`config.mk`:
```
export PLATFORM = sky130hd
export DESIGN_NAME = drx_rx_error
export DESIGN_NICKNAME = d
export VERILOG_FILES = /design/src/shared/drx_pkg.sv /design/src/verilog/drx_rx_error.sv /design/src/verilog/drx_skid_buf.sv
export SDC_FILE = /design/constraint.sdc
export NUM_CORES = 1
export LEC_CHECK = 0
export BUFFER_PORTS_ARGS = -buffer_cell sky130_fd_sc_hd__buf_2
export CORE_UTILIZATION = 56
export DETAILED_ROUTE_END_ITERATION = 12
export GPL_TIMING_DRIVEN = 0
export PLACE_DENSITY = 0.77
export REMOVE_ABC_BUFFERS = 1
export SLEW_MARGIN = 20
export SYNTH_ARGS = -nofsm -noshare
export SYNTH_HDL_FRONTEND = slang
export SYNTH_SLANG_ARGS = --single-unit
export TNS_END_PERCENT = 5
```
`constraint.sdc`:
```
create_clock -name clk_i -period 5.2 [get_ports clk_i]
set_input_delay 1.04 -clock clk_i [delete_from_list [all_inputs] [get_ports clk_i]]
set_output_delay 1.04 -clock clk_i [all_outputs]
set_load 0.005 [all_outputs]
```
`src/shared/drx_pkg.sv`:
```
// constants and types for the message-protocol receive error handler
package drx_pkg;

  // register byte addresses
  localparam logic [7:0] REG_CTRL = 8'h00;
  localparam logic [7:0] REG_STATUS = 8'h04;
  localparam logic [7:0] REG_HDR_CNT = 8'h08;
  localparam logic [7:0] REG_PAY_CNT = 8'h0C;
  localparam logic [7:0] REG_SYNC = 8'h10;

  // control register fields
  localparam int CTRL_RX_EN_BIT = 0;
  localparam int CTRL_RBK_EN_BIT = 1;
  localparam int CTRL_PAR_EN_BIT = 2;
  localparam logic CTRL_RX_EN_RST = 1'b0;
  localparam logic CTRL_RBK_EN_RST = 1'b0;
  localparam logic CTRL_PAR_EN_RST = 1'b0;

  // status register fields
  localparam int STAT_CHK_BIT = 0;
  localparam int STAT_FRM_BIT = 1;
  localparam int STAT_PAR_BIT = 2;
  localparam int STAT_HUNT_BIT = 3;

  // sync register fields: first octet low, second octet high
  localparam int SYNC1_LSB = 0;
  localparam int SYNC2_LSB = 8;
  localparam logic [7:0] SYNC1_RST = 8'h96;
  localparam logic [7:0] SYNC2_RST = 8'h96;

  // header start characters of the three frame classes
  localparam logic [7:0] CLASS_DATA = 8'h81;
  localparam logic [7:0] CLASS_MAINT = 8'h90;
  localparam logic [7:0] CLASS_CTRL = 8'h05;

  // header layout after the class character
  localparam logic [2:0] HDR_BODY_LAST = 3'h4;
  localparam logic [2:0] HDR_COUNT_LO = 3'h0;
  localparam logic [2:0] HDR_COUNT_HI = 3'h1;
  localparam int COUNT_W = 14;
  localparam int COUNT_HI_W = 6;

  // 16-bit check sequence, reflected form of the HDLC generator
  localparam logic [15:0] CRC_POLY = 16'h8408;
  localparam logic [15:0] CRC_INIT = 16'hFFFF;

  localparam int CNT_W = 16;
  localparam int BUF_W = 9;

  typedef enum logic [2:0] {
    ST_HUNT,
    ST_SYNC2,
    ST_CLASS,
    ST_HDR,
    ST_HCHK,
    ST_DATA,
    ST_PCHK
  } drx_state_t;

endpackage

```
`src/verilog/drx_rx_error.sv`:
```
// receive framer with check-sequence and framing error handling
//
// Functional notes
// - header check mismatch stores check word, closes buffer, flags check error, event.
// - data/maintenance header check mismatch bumps header error count, then back to hunt.
// - header error on data/maintenance header hunts at once; later fake headers fail.
// - payload or control check mismatch stores word, closes, flags check error, event.
// - payload or control check mismatch bumps payload error count, then hunt.
// - a character after the class character without valid stop bit is reported as framing error.
// - framing error stores character, closes buffer, flags framing error, event.
// - parity is not checked on a character that has a framing error.
// - all check sequences use the 16-bit HDLC generator polynomial.
// - frames open with two sync octets and close with a check sequence.
`timescale 1ns/1ps
`default_nettype none

module drx_rx_error (
  // clock, reset, enable
  input wire logic clk_i,
  input wire logic rst_i,
  input wire logic ce_i,
  // character stream from the deserializer
  input wire logic char_valid_i,
  input wire logic [7:0] char_data_i,
  input wire logic char_stop_ok_i,
  input wire logic char_parity_ok_i,
  output logic char_ready_o,
  // bytes to the receive buffer
  output logic buf_valid_o,
  output logic [7:0] buf_data_o,
  output logic buf_last_o,
  input wire logic buf_ready_i,
  // buffer descriptor status
  output logic desc_valid_o,
  output logic desc_check_error_flag_o,
  output logic desc_framing_error_flag_o,
  output logic desc_parity_error_flag_o,
  output logic receive_block_event_o,
  // register port
  input wire logic [7:0] reg_addr_i,
  input wire logic [31:0] reg_wdata_i,
  input wire logic reg_wr_i,
  input wire logic reg_rd_i,
  output logic [31:0] reg_rdata_o
);

  typedef struct packed {
    drx_pkg::drx_state_t st;
    logic [2:0] idx;
    logic [drx_pkg::COUNT_W-1:0] remain;
    logic [15:0] crc;
    logic [7:0] chk_lo;
    logic is_ctrl;
    logic par_err;
    logic rx_en;
    logic rbk_en;
    logic par_en;
    logic [7:0] sync1;
    logic [7:0] sync2;
    logic [drx_pkg::CNT_W-1:0] header_check_error_count;
    logic [drx_pkg::CNT_W-1:0] payload_check_error_count;
    logic stat_chk;
    logic stat_frm;
    logic stat_par;
    logic [31:0] rdata;
    logic desc_valid;
    logic desc_chk;
    logic desc_frm;
    logic desc_par;
    logic receive_block_event;
  } drx_regs_t;

  drx_regs_t s_reg;
  drx_regs_t s_next;

  logic buf_in_ready;
  logic wr_valid;
  logic [7:0] wr_data;
  logic wr_last;
  logic take;
  logic close;
  logic close_chk;
  logic close_frm;
  logic hdr_err;
  logic pay_err;
  logic par_bad;
  logic [15:0] rx_word;
  logic is_class;

  // one byte through the reflected check generator
  function automatic logic [15:0] crc_byte(input logic [15:0] crc, input logic [7:0] d);
    logic [15:0] c;
    c = crc;
    for (int i = 0; i < 8; i++) begin
      if (c[0] ^ d[i]) begin
        c = (c >> 1) ^ drx_pkg::CRC_POLY;
      end else begin
        c = c >> 1;
      end
    end
    return c;
  endfunction

  // check word is sent complemented, low octet first
  function automatic logic chk_ok(input logic [15:0] crc, input logic [15:0] word);
    return word == ~crc;
  endfunction

  function automatic logic is_start(input logic [7:0] d);
    return (d == drx_pkg::CLASS_DATA) || (d == drx_pkg::CLASS_MAINT) ||
           (d == drx_pkg::CLASS_CTRL);
  endfunction

  drx_skid_buf #(
    .W(drx_pkg::BUF_W)
  ) u_buf (
    .clk_i(clk_i),
    .rst_i(rst_i),
    .ce_i(ce_i),
    .in_valid_i(wr_valid),
    .in_data_i({wr_last, wr_data}),
    .in_ready_o(buf_in_ready),
    .out_valid_o(buf_valid_o),
    .out_data_o({buf_last_o, buf_data_o}),
    .out_ready_i(buf_ready_i)
  );

  always_comb begin
    s_next = s_reg;
    wr_valid = 1'b0;
    wr_data = char_data_i;
    wr_last = 1'b0;
    close = 1'b0;
    close_chk = 1'b0;
    close_frm = 1'b0;
    hdr_err = 1'b0;
    pay_err = 1'b0;
    // a stalled buffer holds the character source off, so nothing is dropped
    take = char_valid_i && buf_in_ready;
    rx_word = {char_data_i, s_reg.chk_lo};
    is_class = is_start(char_data_i);
    par_bad = s_reg.par_en && char_stop_ok_i && !char_parity_ok_i;

    s_next.desc_valid = 1'b0;
    s_next.receive_block_event = 1'b0;
    s_next.rdata = '0;

    if (take && !s_reg.rx_en) begin
      s_next.st = drx_pkg::ST_HUNT;
    end else if (take) begin
      case (s_reg.st)
        drx_pkg::ST_HUNT: begin
          if (char_stop_ok_i && char_data_i == s_reg.sync1) begin
            s_next.st = drx_pkg::ST_SYNC2;
          end
        end
        drx_pkg::ST_SYNC2: begin
          if (!char_stop_ok_i) begin
            s_next.st = drx_pkg::ST_HUNT;
          end else if (char_data_i == s_reg.sync2) begin
            s_next.st = drx_pkg::ST_CLASS;
          end else if (char_data_i != s_reg.sync1) begin
            s_next.st = drx_pkg::ST_HUNT;
          end
        end
        drx_pkg::ST_CLASS: begin
          if (char_stop_ok_i && is_class) begin
            // frame opens with the class character
            wr_valid = 1'b1;
            s_next.st = drx_pkg::ST_HDR;
            s_next.idx = '0;
            s_next.crc = crc_byte(drx_pkg::CRC_INIT, char_data_i);
            s_next.is_ctrl = (char_data_i == drx_pkg::CLASS_CTRL);
            s_next.par_err = par_bad;
          end else if (char_stop_ok_i && char_data_i == s_reg.sync2) begin
            s_next.st = drx_pkg::ST_CLASS;
          end else if (char_stop_ok_i && char_data_i == s_reg.sync1) begin
            s_next.st = drx_pkg::ST_SYNC2;
          end else begin
            s_next.st = drx_pkg::ST_HUNT;
          end
        end
        drx_pkg::ST_HDR: begin
          wr_valid = 1'b1;
          s_next.crc = crc_byte(s_reg.crc, char_data_i);
          s_next.idx = s_reg.idx + 3'h1;
          if (s_reg.idx == drx_pkg::HDR_COUNT_LO) begin
            s_next.remain[7:0] = char_data_i;
          end
          if (s_reg.idx == drx_pkg::HDR_COUNT_HI) begin
            s_next.remain[drx_pkg::COUNT_W-1:8] = char_data_i[drx_pkg::COUNT_HI_W-1:0];
          end
          if (s_reg.idx == drx_pkg::HDR_BODY_LAST) begin
            s_next.st = drx_pkg::ST_HCHK;
            s_next.idx = '0;
          end
        end
        drx_pkg::ST_HCHK: begin
          wr_valid = 1'b1;
          if (s_reg.idx == 3'h0) begin
            s_next.chk_lo = char_data_i;
            s_next.idx = 3'h1;
          end else if (!chk_ok(s_reg.crc, rx_word)) begin
            // control frames end here, so their error counts as payload error
            close = 1'b1;
            close_chk = 1'b1;
            hdr_err = !s_reg.is_ctrl;
            pay_err = s_reg.is_ctrl;
            s_next.st = drx_pkg::ST_HUNT;
          end else if (s_reg.is_ctrl || s_reg.remain == '0) begin
            close = 1'b1;
            s_next.st = drx_pkg::ST_HUNT;
          end else begin
            s_next.st = drx_pkg::ST_DATA;
            s_next.crc = drx_pkg::CRC_INIT;
          end
        end
        drx_pkg::ST_DATA: begin
          // sync-like octets in payload are plain data while the count runs
          wr_valid = 1'b1;
          s_next.crc = crc_byte(s_reg.crc, char_data_i);
          s_next.remain = s_reg.remain - 1'b1;
          if (s_reg.remain == {{(drx_pkg::COUNT_W-1){1'b0}}, 1'b1}) begin
            s_next.st = drx_pkg::ST_PCHK;
            s_next.idx = '0;
          end
        end
        drx_pkg::ST_PCHK: begin
          wr_valid = 1'b1;
          if (s_reg.idx == 3'h0) begin
            s_next.chk_lo = char_data_i;
            s_next.idx = 3'h1;
          end else begin
            close = 1'b1;
            close_chk = !chk_ok(s_reg.crc, rx_word);
            pay_err = close_chk;
            s_next.st = drx_pkg::ST_HUNT;
          end
        end
        default: begin
          s_next.st = drx_pkg::ST_HUNT;
        end
      endcase

      // in-frame character without a stop bit overrides whatever the state decided
      if (s_reg.st inside {drx_pkg::ST_HDR, drx_pkg::ST_HCHK, drx_pkg::ST_DATA,
                           drx_pkg::ST_PCHK} && !char_stop_ok_i) begin
        wr_valid = 1'b1;
        close = 1'b1;
        close_chk = 1'b0;
        close_frm = 1'b1;
        hdr_err = 1'b0;
        pay_err = 1'b0;
        s_next.st = drx_pkg::ST_HUNT;
      end else if (wr_valid && s_reg.st != drx_pkg::ST_CLASS && par_bad) begin
        s_next.par_err = 1'b1;
      end
    end

    wr_last = close;

    if (close) begin
      s_next.desc_valid = 1'b1;
      s_next.desc_chk = close_chk;
      s_next.desc_frm = close_frm;
      s_next.desc_par = s_next.par_err;
      // block event only for errored closes, and only when enabled
      s_next.receive_block_event = s_reg.rbk_en && (close_chk || close_frm);
    end

    // register writes; hardware sets win over software clears
    if (reg_wr_i) begin
      case (reg_addr_i)
        drx_pkg::REG_CTRL: begin
          s_next.rx_en = reg_wdata_i[drx_pkg::CTRL_RX_EN_BIT];
          s_next.rbk_en = reg_wdata_i[drx_pkg::CTRL_RBK_EN_BIT];
          s_next.par_en = reg_wdata_i[drx_pkg::CTRL_PAR_EN_BIT];
        end
        drx_pkg::REG_STATUS: begin
          if (reg_wdata_i[drx_pkg::STAT_CHK_BIT]) begin
            s_next.stat_chk = 1'b0;
          end
          if (reg_wdata_i[drx_pkg::STAT_FRM_BIT]) begin
            s_next.stat_frm = 1'b0;
          end
          if (reg_wdata_i[drx_pkg::STAT_PAR_BIT]) begin
            s_next.stat_par = 1'b0;
          end
        end
        drx_pkg::REG_HDR_CNT: begin
          s_next.header_check_error_count = reg_wdata_i[drx_pkg::CNT_W-1:0];
        end
        drx_pkg::REG_PAY_CNT: begin
          s_next.payload_check_error_count = reg_wdata_i[drx_pkg::CNT_W-1:0];
        end
        drx_pkg::REG_SYNC: begin
          s_next.sync1 = reg_wdata_i[drx_pkg::SYNC1_LSB +: 8];
          s_next.sync2 = reg_wdata_i[drx_pkg::SYNC2_LSB +: 8];
        end
        default: begin
        end
      endcase
    end

    // an increment in the cycle of a software load counts on top of the loaded value
    if (hdr_err) begin
      s_next.header_check_error_count = s_next.header_check_error_count + 1'b1;
    end
    if (pay_err) begin
      s_next.payload_check_error_count = s_next.payload_check_error_count + 1'b1;
    end
    if (close && close_chk) begin
      s_next.stat_chk = 1'b1;
    end
    if (close && close_frm) begin
      s_next.stat_frm = 1'b1;
    end
    if (close && s_next.par_err) begin
      s_next.stat_par = 1'b1;
    end

    if (reg_rd_i) begin
      case (reg_addr_i)
        drx_pkg::REG_CTRL: begin
          s_next.rdata[drx_pkg::CTRL_RX_EN_BIT] = s_reg.rx_en;
          s_next.rdata[drx_pkg::CTRL_RBK_EN_BIT] = s_reg.rbk_en;
          s_next.rdata[drx_pkg::CTRL_PAR_EN_BIT] = s_reg.par_en;
        end
        drx_pkg::REG_STATUS: begin
          s_next.rdata[drx_pkg::STAT_CHK_BIT] = s_reg.stat_chk;
          s_next.rdata[drx_pkg::STAT_FRM_BIT] = s_reg.stat_frm;
          s_next.rdata[drx_pkg::STAT_PAR_BIT] = s_reg.stat_par;
          s_next.rdata[drx_pkg::STAT_HUNT_BIT] = (s_reg.st == drx_pkg::ST_HUNT);
        end
        drx_pkg::REG_HDR_CNT: begin
          s_next.rdata[drx_pkg::CNT_W-1:0] = s_reg.header_check_error_count;
        end
        drx_pkg::REG_PAY_CNT: begin
          s_next.rdata[drx_pkg::CNT_W-1:0] = s_reg.payload_check_error_count;
        end
        drx_pkg::REG_SYNC: begin
          s_next.rdata[drx_pkg::SYNC1_LSB +: 8] = s_reg.sync1;
          s_next.rdata[drx_pkg::SYNC2_LSB +: 8] = s_reg.sync2;
        end
        default: begin
          s_next.rdata = '0;
        end
      endcase
    end
  end

  always_ff @(posedge clk_i or posedge rst_i) begin
    if (rst_i) begin
      s_reg <= '0;
      s_reg.st <= drx_pkg::ST_HUNT;
      s_reg.crc <= drx_pkg::CRC_INIT;
      s_reg.rx_en <= drx_pkg::CTRL_RX_EN_RST;
      s_reg.rbk_en <= drx_pkg::CTRL_RBK_EN_RST;
      s_reg.par_en <= drx_pkg::CTRL_PAR_EN_RST;
      s_reg.sync1 <= drx_pkg::SYNC1_RST;
      s_reg.sync2 <= drx_pkg::SYNC2_RST;
    end else if (ce_i) begin
      s_reg <= s_next;
    end
  end

  // ready is the buffer's not-full (room) flag, itself a flip-flop
  assign char_ready_o = buf_in_ready;
  assign desc_valid_o = s_reg.desc_valid;
  assign desc_check_error_flag_o = s_reg.desc_chk;
  assign desc_framing_error_flag_o = s_reg.desc_frm;
  assign desc_parity_error_flag_o = s_reg.desc_par;
  assign receive_block_event_o = s_reg.receive_block_event;
  assign reg_rdata_o = s_reg.rdata;

endmodule

`default_nettype wire

```
`src/verilog/drx_skid_buf.sv`:
```
// two-entry valid/ready buffer between the receiver and buffer memory
`timescale 1ns/1ps
`default_nettype none

module drx_skid_buf #(
  parameter int W = 9
) (
  // clock and reset
  input wire logic clk_i,
  input wire logic rst_i,
  input wire logic ce_i,
  // filling side
  input wire logic in_valid_i,
  input wire logic [W-1:0] in_data_i,
  output logic in_ready_o,
  // draining side
  output logic out_valid_o,
  output logic [W-1:0] out_data_o,
  input wire logic out_ready_i
);

  typedef struct packed {
    logic [W-1:0] head;
    logic [W-1:0] tail;
    logic [1:0] count;
    logic room;
    logic avail;
  } drx_buf_t;

  drx_buf_t s_reg;
  drx_buf_t s_next;
  logic push;
  logic pop;

  always_comb begin
    s_next = s_reg;
    push = in_valid_i && (s_reg.count != 2'h2);
    pop = out_ready_i && (s_reg.count != 2'h0);
    if (pop) begin
      s_next.head = s_reg.tail;
    end
    if (push) begin
      if (s_reg.count == 2'h0 || (s_reg.count == 2'h1 && pop)) begin
        s_next.head = in_data_i;
      end else begin
        s_next.tail = in_data_i;
      end
    end
    s_next.count = s_reg.count + {1'b0, push} - {1'b0, pop};
    // flags kept as flops so the top-level outputs need no gate after them
    s_next.room = (s_next.count != 2'h2);
    s_next.avail = (s_next.count != 2'h0);
  end

  always_ff @(posedge clk_i or posedge rst_i) begin
    if (rst_i) begin
      s_reg <= '0;
      s_reg.room <= 1'b1;
    end else if (ce_i) begin
      s_reg <= s_next;
    end
  end

  // ready is full-based only, so it never depends on the drain side in the same cycle
  assign in_ready_o = s_reg.room;
  assign out_valid_o = s_reg.avail;
  assign out_data_o = s_reg.head;

endmodule

`default_nettype wire
```
==> flow_summary.json, run 1 <==
{
  "status": "finished clean",
  "place_inst": 1293,
  "place_congestion": 0.919,
  "finalHoldViolations": 0,
  "first_iter_violations": 907,
  "timing.final.crit_share_pct": 81.7,
  "p_total_mw": 2.92,
  "ys_async_sr_fraction_pct": 100,
  "global_route.usage.met2_pct": 45.4,
  "finalNetCount": 1159,
  "max_freq_ghz": 0.235,
  "cts_h_tree_lvls": 4,
  "critical_path.n_buffers_inverters": 1,
  "number_of_synthesized_flops_with_an_enable_pin": 0,
  "power.internal_mw": 2.12,
  "worstPathCellList": "buf_2 -> nor4_4 -> nand2_1 -> nor3b_2 -> nand2_1 -> o21ai_0 -> ha_1 -> nand2_1 -> or3_1 -> or4_1 -> mux2_2 -> o221ai_1",
  "synth.ff_latch_count": 143,
  "post_cts_setup_driven_buffer_insertion_count": 0,
  "vdd_drop_max_v": 0.000261,
  "critical_path_required_ns": 5.48,
  "crit_path_end_kind": "flop",
  "grt.overflow.total": 0,
  "total_switching_power_mw": 0.802,
  "combinationalPowerShare_pct": 13.8,
  "placement_rows": 47,
  "track_usage_pct": 30.2,
  "clock_power_share_pct": 43.8,
  "num_antenna_cells": 0,
  "totalWireLength_mm": 25.9,
  "globalRoute.busiestLayer": "met2",
  "place.port_buffers": 72,
  "synth_cells": 1089,
  "timing.critical_path.from_type": "primary input",
  "clock_path_buffers": 2,
  "seqPwrFrac_pct": 42.4,
  "maxSlewViolCount": 0,
  "first_pass_grt_wire_length_mm": 42.2,
  "detailedPlacementHpwl_mm": 17.6,
  "areaGrowthSynthToFinish_pct": 8.39,
  "fp.dieW_um": 134,
  "worst_hold_path_type": "flop to flop",
  "first_global_vias": 7908,
  "viasPerCell": 6.43,
  "fin_cells": 1325,
  "largest_register_ff_count": 92,
  "synthesis.yosys.warnings": 0,
  "clk_sink_count": 143,
  "timing.critical_path.arrival_ns": 4.53,
  "final.setup_skew_ns": 0.0107,
  "start_util_pct": 57.9,
  "drt_pre_antenna_iters": 5,
  "post-route-cell-area_um2": 10500,
  "final_util_pct": 62.7,
  "clkLatencyLatePin_ns": 0.44,
  "placement.cell_area_um2": 9900,
  "number_of_endpoints_failing_setup_at_the_final_stage": 0,
  "cts_tree": "built",
  "leakagePower_nw": 4.63,
  "gr-usage-met1_pct": 42.6,
  "dieArea_um2": 17900,
  "maxCapViolCount": 0,
  "cts-buffers-inserted": 17,
  "die-height_um": 134,
  "clock_pin_slew_worst_setup_and_hold_paths_ns": 0.06,
  "timing.slew.headroom_pct": 28.5,
  "timing.setup.critical_path_class": "primary input to flop",
  "cts_hold_buf": 0,
  "synth_cell_types": 75,
  "maximum_fanout_along_the_worst_path": 18,
  "netSwitchingFraction_pct": 27.5,
  "fin_tns_setup_ns": 0,
  "postCtsResizedCells": 0,
  "dpl_worst_slack_ns": 0.547,
  "syn-mean-instance-area_um2": 8.91,
  "timing.reg2reg.setup_slack_ns": 1.71,
  "power_density_nw_per_um2": 278,
  "tightestPinTransition_ns": 1.06,
  "layout.filler_cells": 1429,
  "io_pins": 105,
  "final.hold.worst_slack_ns": 0.484,
  "routed-via-count": 8526,
  "setup_slack_ns": 0.950,
  "clk_root_buffer_cell": "clkbuf_16",
  "yosys_most_used_dff": "dfrtp_1",
  "slowest_cell_on_the_critical_path": "or4_1",
  "layout.cells.most_common": "dfrtp_1",
  "drc_errors": 0,
  "grt_setup_unrepaired": "false",
  "crit_family": "simple AND/OR/NAND/NOR gates",
  "maximum_number_of_pins_on_one_net_before_global_route_repair": 79,
  "number_of_antenna_violating_nets_in_the_routed_design": 0,
  "layout_min_cycle_time_ns": 4.25,
  "antenna_found_initial": 0,
  "layout.cells.most_common_list": "118 x dfrtp_1, 115 x nand2_1, 74 x nor2_1, 71 x buf_2, 63 x a21oi_1",
  "cpPeakStageDelay_ns": 0.59,
  "drive_above_1_share_pct": 19.5,
  "post_synth_instance_area_um2": 9700,
  "synth.yosys.seq_area_share_pct": 37.2,
  "core_um2": 16800,
  "crit_path_frequent_cell": "nand2_1",
  "post_drt_wl_per_cell_um": 19.6,
  "grtUsageMet3_pct": 6.58
}
[Yosys cell counts, drive strengths merged (9+ instances only)]
cell,count,share of area [%]
a21oi,63,3.3
a22o,12,1.1
a31oi,9,0.58
and3,22,1.4
buf,56,3.8
clkbuf,50,1.9
dfrtp,118,30
dfstp,25,6.8
ha,10,1.3
inv,28,1.1
mux2,56,6.5
mux2i,30,3.1
nand2,115,4.5
nand3,40,2.1
nand4,15,1.1
nor2,75,2.9
nor3,30,1.6
nor4,24,1.8
o21ai,62,3.2
o221a,9,1.0
o2bb2ai,16,1.4
or3,13,0.89
xnor2,55,5.0
xor2,30,2.7
[power groups by stage]
stage | clock network [mW] | registers (mW) | logic [mW]
3_5_place_dp | 0 | 1.26 | 0.400
6_report | 1.28 | 1.24 | 0.402
4_1_cts | 1.28 | 1.24 | 0.402
5_1_grt | 1.33 | 1.25 | 0.448
2_1_floorplan | 0 | 1.25 | 0.241
3_3_place_gp | 0 | 1.25 | 0.384
[kinds of logic after synthesis]
logic type                 after synthesis  synth area share, %
and+or+nand+nor                        371                 19.2
xor gates and xnor gates                85                 7.68
adders and majority gates               10                 1.29
buffers and inverters                  134                 6.86
AOI/OAI and AO/OA                      259                 18.1
other                                    1               0.0387
DFF                                    143                 37.2
muxes                                   86                 9.64
[cell type report]
type,instances,area (um^2),area share [%]
Clock buffer,17,425,4.05
Clock inverter,15,186,1.77
Inverter,28,113,1.07
Multi-Input combinational cell,827,5490,52.2
Sequential cell,143,3610,34.3
Tap cell,220,275,2.62
Timing Repair Buffer,75,418,3.98
[metal layers]
layer | part of all wire [%] | routed length [um]
met1 | 45 | 11600
met2 | 45 | 11700
met3 | 7.6 | 1960
met4 | 2.6 | 680
met5 | 0 | 0
[path summary, 6_finish.rpt]
path | end | from | cells past startpoint
max in group asynchronous | s_reg[82] | rst_i | 3
hold / removal | s_reg[38] | s_reg[38] | 1
setup reg to reg | s_reg[112] | s_reg[101] | 7
setup / recovery | s_reg[68] | reg_addr_i[5] | 12
hold reg to reg | s_reg[38] | s_reg[38] | 1
min in group asynchronous | s_reg[131] | rst_i | 2
Power figures use the tool's default switching activity.
==> run 2: changes to the inputs <==
Settings changed: ABC_AREA from default to 1, CORE_UTILIZATION 56 to 54.
Clock period 5.2 ns to 3.8 ns, I/O delays scaled along.
==> flow_summary.json, run 2 <==
{
  "status": "finished clean",
  "first_global_vias": 8523,
  "first_pass_grt_wire_length_mm": 42.7,
  "vdd_drop_max_v": 0.000363,
  "timing.critical_path.from": "ce_i",
  "placement.cell_area_um2": 9930,
  "cts_hold_buf": 0,
  "number_of_endpoints_failing_setup_at_the_final_stage": 0,
  "antenna_found_initial": 0,
  "power_density_nw_per_um2": 392,
  "start_util_pct": 55.8,
  "fin_tns_setup_ns": 0,
  "synthMostInstantiatedCell": "nand2_1",
  "number_of_antenna_violating_nets_in_the_routed_design": 0,
  "totalWireLength_mm": 26.5,
  "synth_cell_types": 55,
  "fp.dieW_um": 136,
  "place_inst": 1601,
  "cts-buffers-inserted": 17,
  "num_antenna_cells": 0,
  "timing.setup.critical_path_class": "primary input to flop",
  "post_drt_wl_per_cell_um": 16.2,
  "grt_setup_unrepaired": "false",
  "routed-via-count": 8984,
  "p_total_mw": 4.14,
  "dieArea_um2": 18500,
  "timing.final.crit_share_pct": 84.8,
  "drt_pre_antenna_iters": 6,
  "core_um2": 17400,
  "areaGrowthSynthToFinish_pct": 8.47,
  "maximum_fanout_along_the_worst_path": 61,
  "yosys-top-cells-area": "dfrtp_1 30%, nand2_1 16%, dfstp_2 6.8%",
  "timing.slew.headroom_pct": 33.3,
  "timing.critical_path.from_type": "primary input",
  "fin_cells": 1632,
  "track_usage_pct": 30.1,
  "final.hold.worst_slack_ns": 0.291,
  "postCtsResizedCells": 0,
  "synthesis.yosys.warnings": 0,
  "yosys_most_used_dff": "dfrtp_1",
  "post_synth_instance_area_um2": 9720,
  "viasPerCell": 5.50,
  "number_of_synthesized_flops_with_an_enable_pin": 0,
  "layout.cells.most_common_list": "419 x nand2_1, 151 x inv_1, 122 x o21ai_0, 118 x dfrtp_1, 97 x nor2_1",
  "post_cts_setup_driven_buffer_insertion_count": 0,
  "clk_root_buffer_cell": "clkbuf_16",
  "cts_tree": "built",
  "synth_cells": 1375,
  "netlist.area_leader.share_pct": 30.4,
  "yosys-top-cells-count": "419 x nand2_1, 153 x inv_1, 122 x o21ai_0, 118 x dfrtp_1, 97 x nor2_1",
  "drc_errors": 0,
  "ys_async_sr_fraction_pct": 100,
  "layout.cells.most_common": "nand2_1",
  "netlist.top_cell.by_area": "dfrtp_1",
  "maximum_number_of_pins_on_one_net_before_global_route_repair": 102,
  "timing.rr.start": "s_reg[134]",
  "layout_min_cycle_time_ns": 3.22,
  "clkLatencyLatePin_ns": 0.44,
  "finalHoldViolations": 0,
  "placement_rows": 48,
  "worst_hold_path_type": "primary input to async pin",
  "synth.yosys.seq_area_share_pct": 37.1,
  "clock_pin_slew_worst_setup_and_hold_paths_ns": 0.06,
  "die-height_um": 136,
  "crit_path_end_kind": "flop",
  "first_iter_violations": 681,
  "timing.critical_path.arrival_ns": 3.55,
  "grt.overflow.total": 0,
  "largest_register_ff_count": 92,
  "synth.ff_latch_count": 143,
  "drive_above_1_share_pct": 13.6,
  "detailedPlacementHpwl_mm": 18.8,
  "leakagePower_nw": 5.12,
  "maxCapViolCount": 0,
  "syn-mean-instance-area_um2": 7.07,
  "io_pins": 105,
  "clock_path_buffers": 2,
  "critical_path_required_ns": 4.12,
  "post-route-cell-area_um2": 10500,
  "clk_sink_count": 143,
  "final.setup_skew_ns": 0.0111,
  "finalNetCount": 1462,
  "maxSlewViolCount": 0,
  "tightestPinTransition_ns": 0.998,
  "place_congestion": 0.929,
  "cts_h_tree_lvls": 4,
  "place.port_buffers": 72,
  "max_freq_ghz": 0.310
}
==> run 2: changes by cell type after synthesis, moves of 21 or more <==
cell      delta
o21ai_1     +22
and3_1      -22
nor2_1      +23
a21oi_1     -45
xnor2_1     -23
o21ai_0     +61
mux2_2      -55
nand2_1    +304
nand3_1     +50
clkbuf_1    -21
inv_1      +125
mux2i_1     -30
nor4_1      -21
==> run 2: per-stage QoR <==
step,util (%),setup slack [ns]
CTS,60.5,0.675
floorplan,-,-0.757
global placement,56.7,-2.52
global route,60.5,0.358
detailed placement,57.0,0.246
finish,60.5,0.576
==> run 2: routing by layer <==
layer  vias to the layer above  global-route usage [%]  wire length, um
met5                         -                       0                0
met4                         0                    14.0              840
met3                        61                    5.56             1620
met2                       350                    49.4            12700
met1                      4180                    38.3            11300
li1                       4393                       -                -
==> run 2: area by class of cell <==
type | instances | area (um^2)
fillers | 1567 | 6870
multi-input cells | 995 | 5000
clock inverters | 9 | 160
flip-flops and latches | 143 | 3610
inverters | 164 | 627
clock buffers | 22 | 454
well taps | 225 | 282
repair buffers | 74 | 410
==> run 2: logic make-up (layout without fill, tap and decap cells) <==
logic type / Yosys count / count (layout) / share of synthesized area (%)
other cells: 1 / 16 / 0.0386
flops: 143 / 143 / 37.1
buf+inv: 252 / 269 / 12.0
fa+ha+maj: 10 / 10 / 1.29
xor+xnor: 64 / 64 / 5.96
compound gates: 221 / 221 / 13.1
simple gates: 684 / 684 / 30.5
==> run 2: path summary, 6_finish.rpt <==
kind | to | slack, ns | depth (start not counted)
max | s_reg[102] | 0.58 | 7
min | reg_rdata_o[14] | 0.29 | 2
max reg2reg | s_reg[102] | 0.74 | 10
min reg2reg | reg_rdata_o[11] | 0.48 | 2
max in group asynchronous | s_reg[129] | 2.67 | 3
min in group clk_i | reg_rdata_o[11] | 0.48 | 2
==> run 2: critical path: stages <==
cell     delay (ns)
buf_4          0.54
inv_2          0.48
nor2_1         0.38
nand2_1        0.13
nor2_1         0.10
nand2_1        0.57
o21ai_0        0.51
==> run 2: power breakdown <==
group	leakage [nW]	total, mW	switching, mW	internal [mW]
Sequential	1.77	1.69	0.0676	1.62
Combinational	3.06	0.658	0.434	0.223
Clock	0.299	1.79	0.672	1.12
Total	5.12	4.14	1.17	2.96
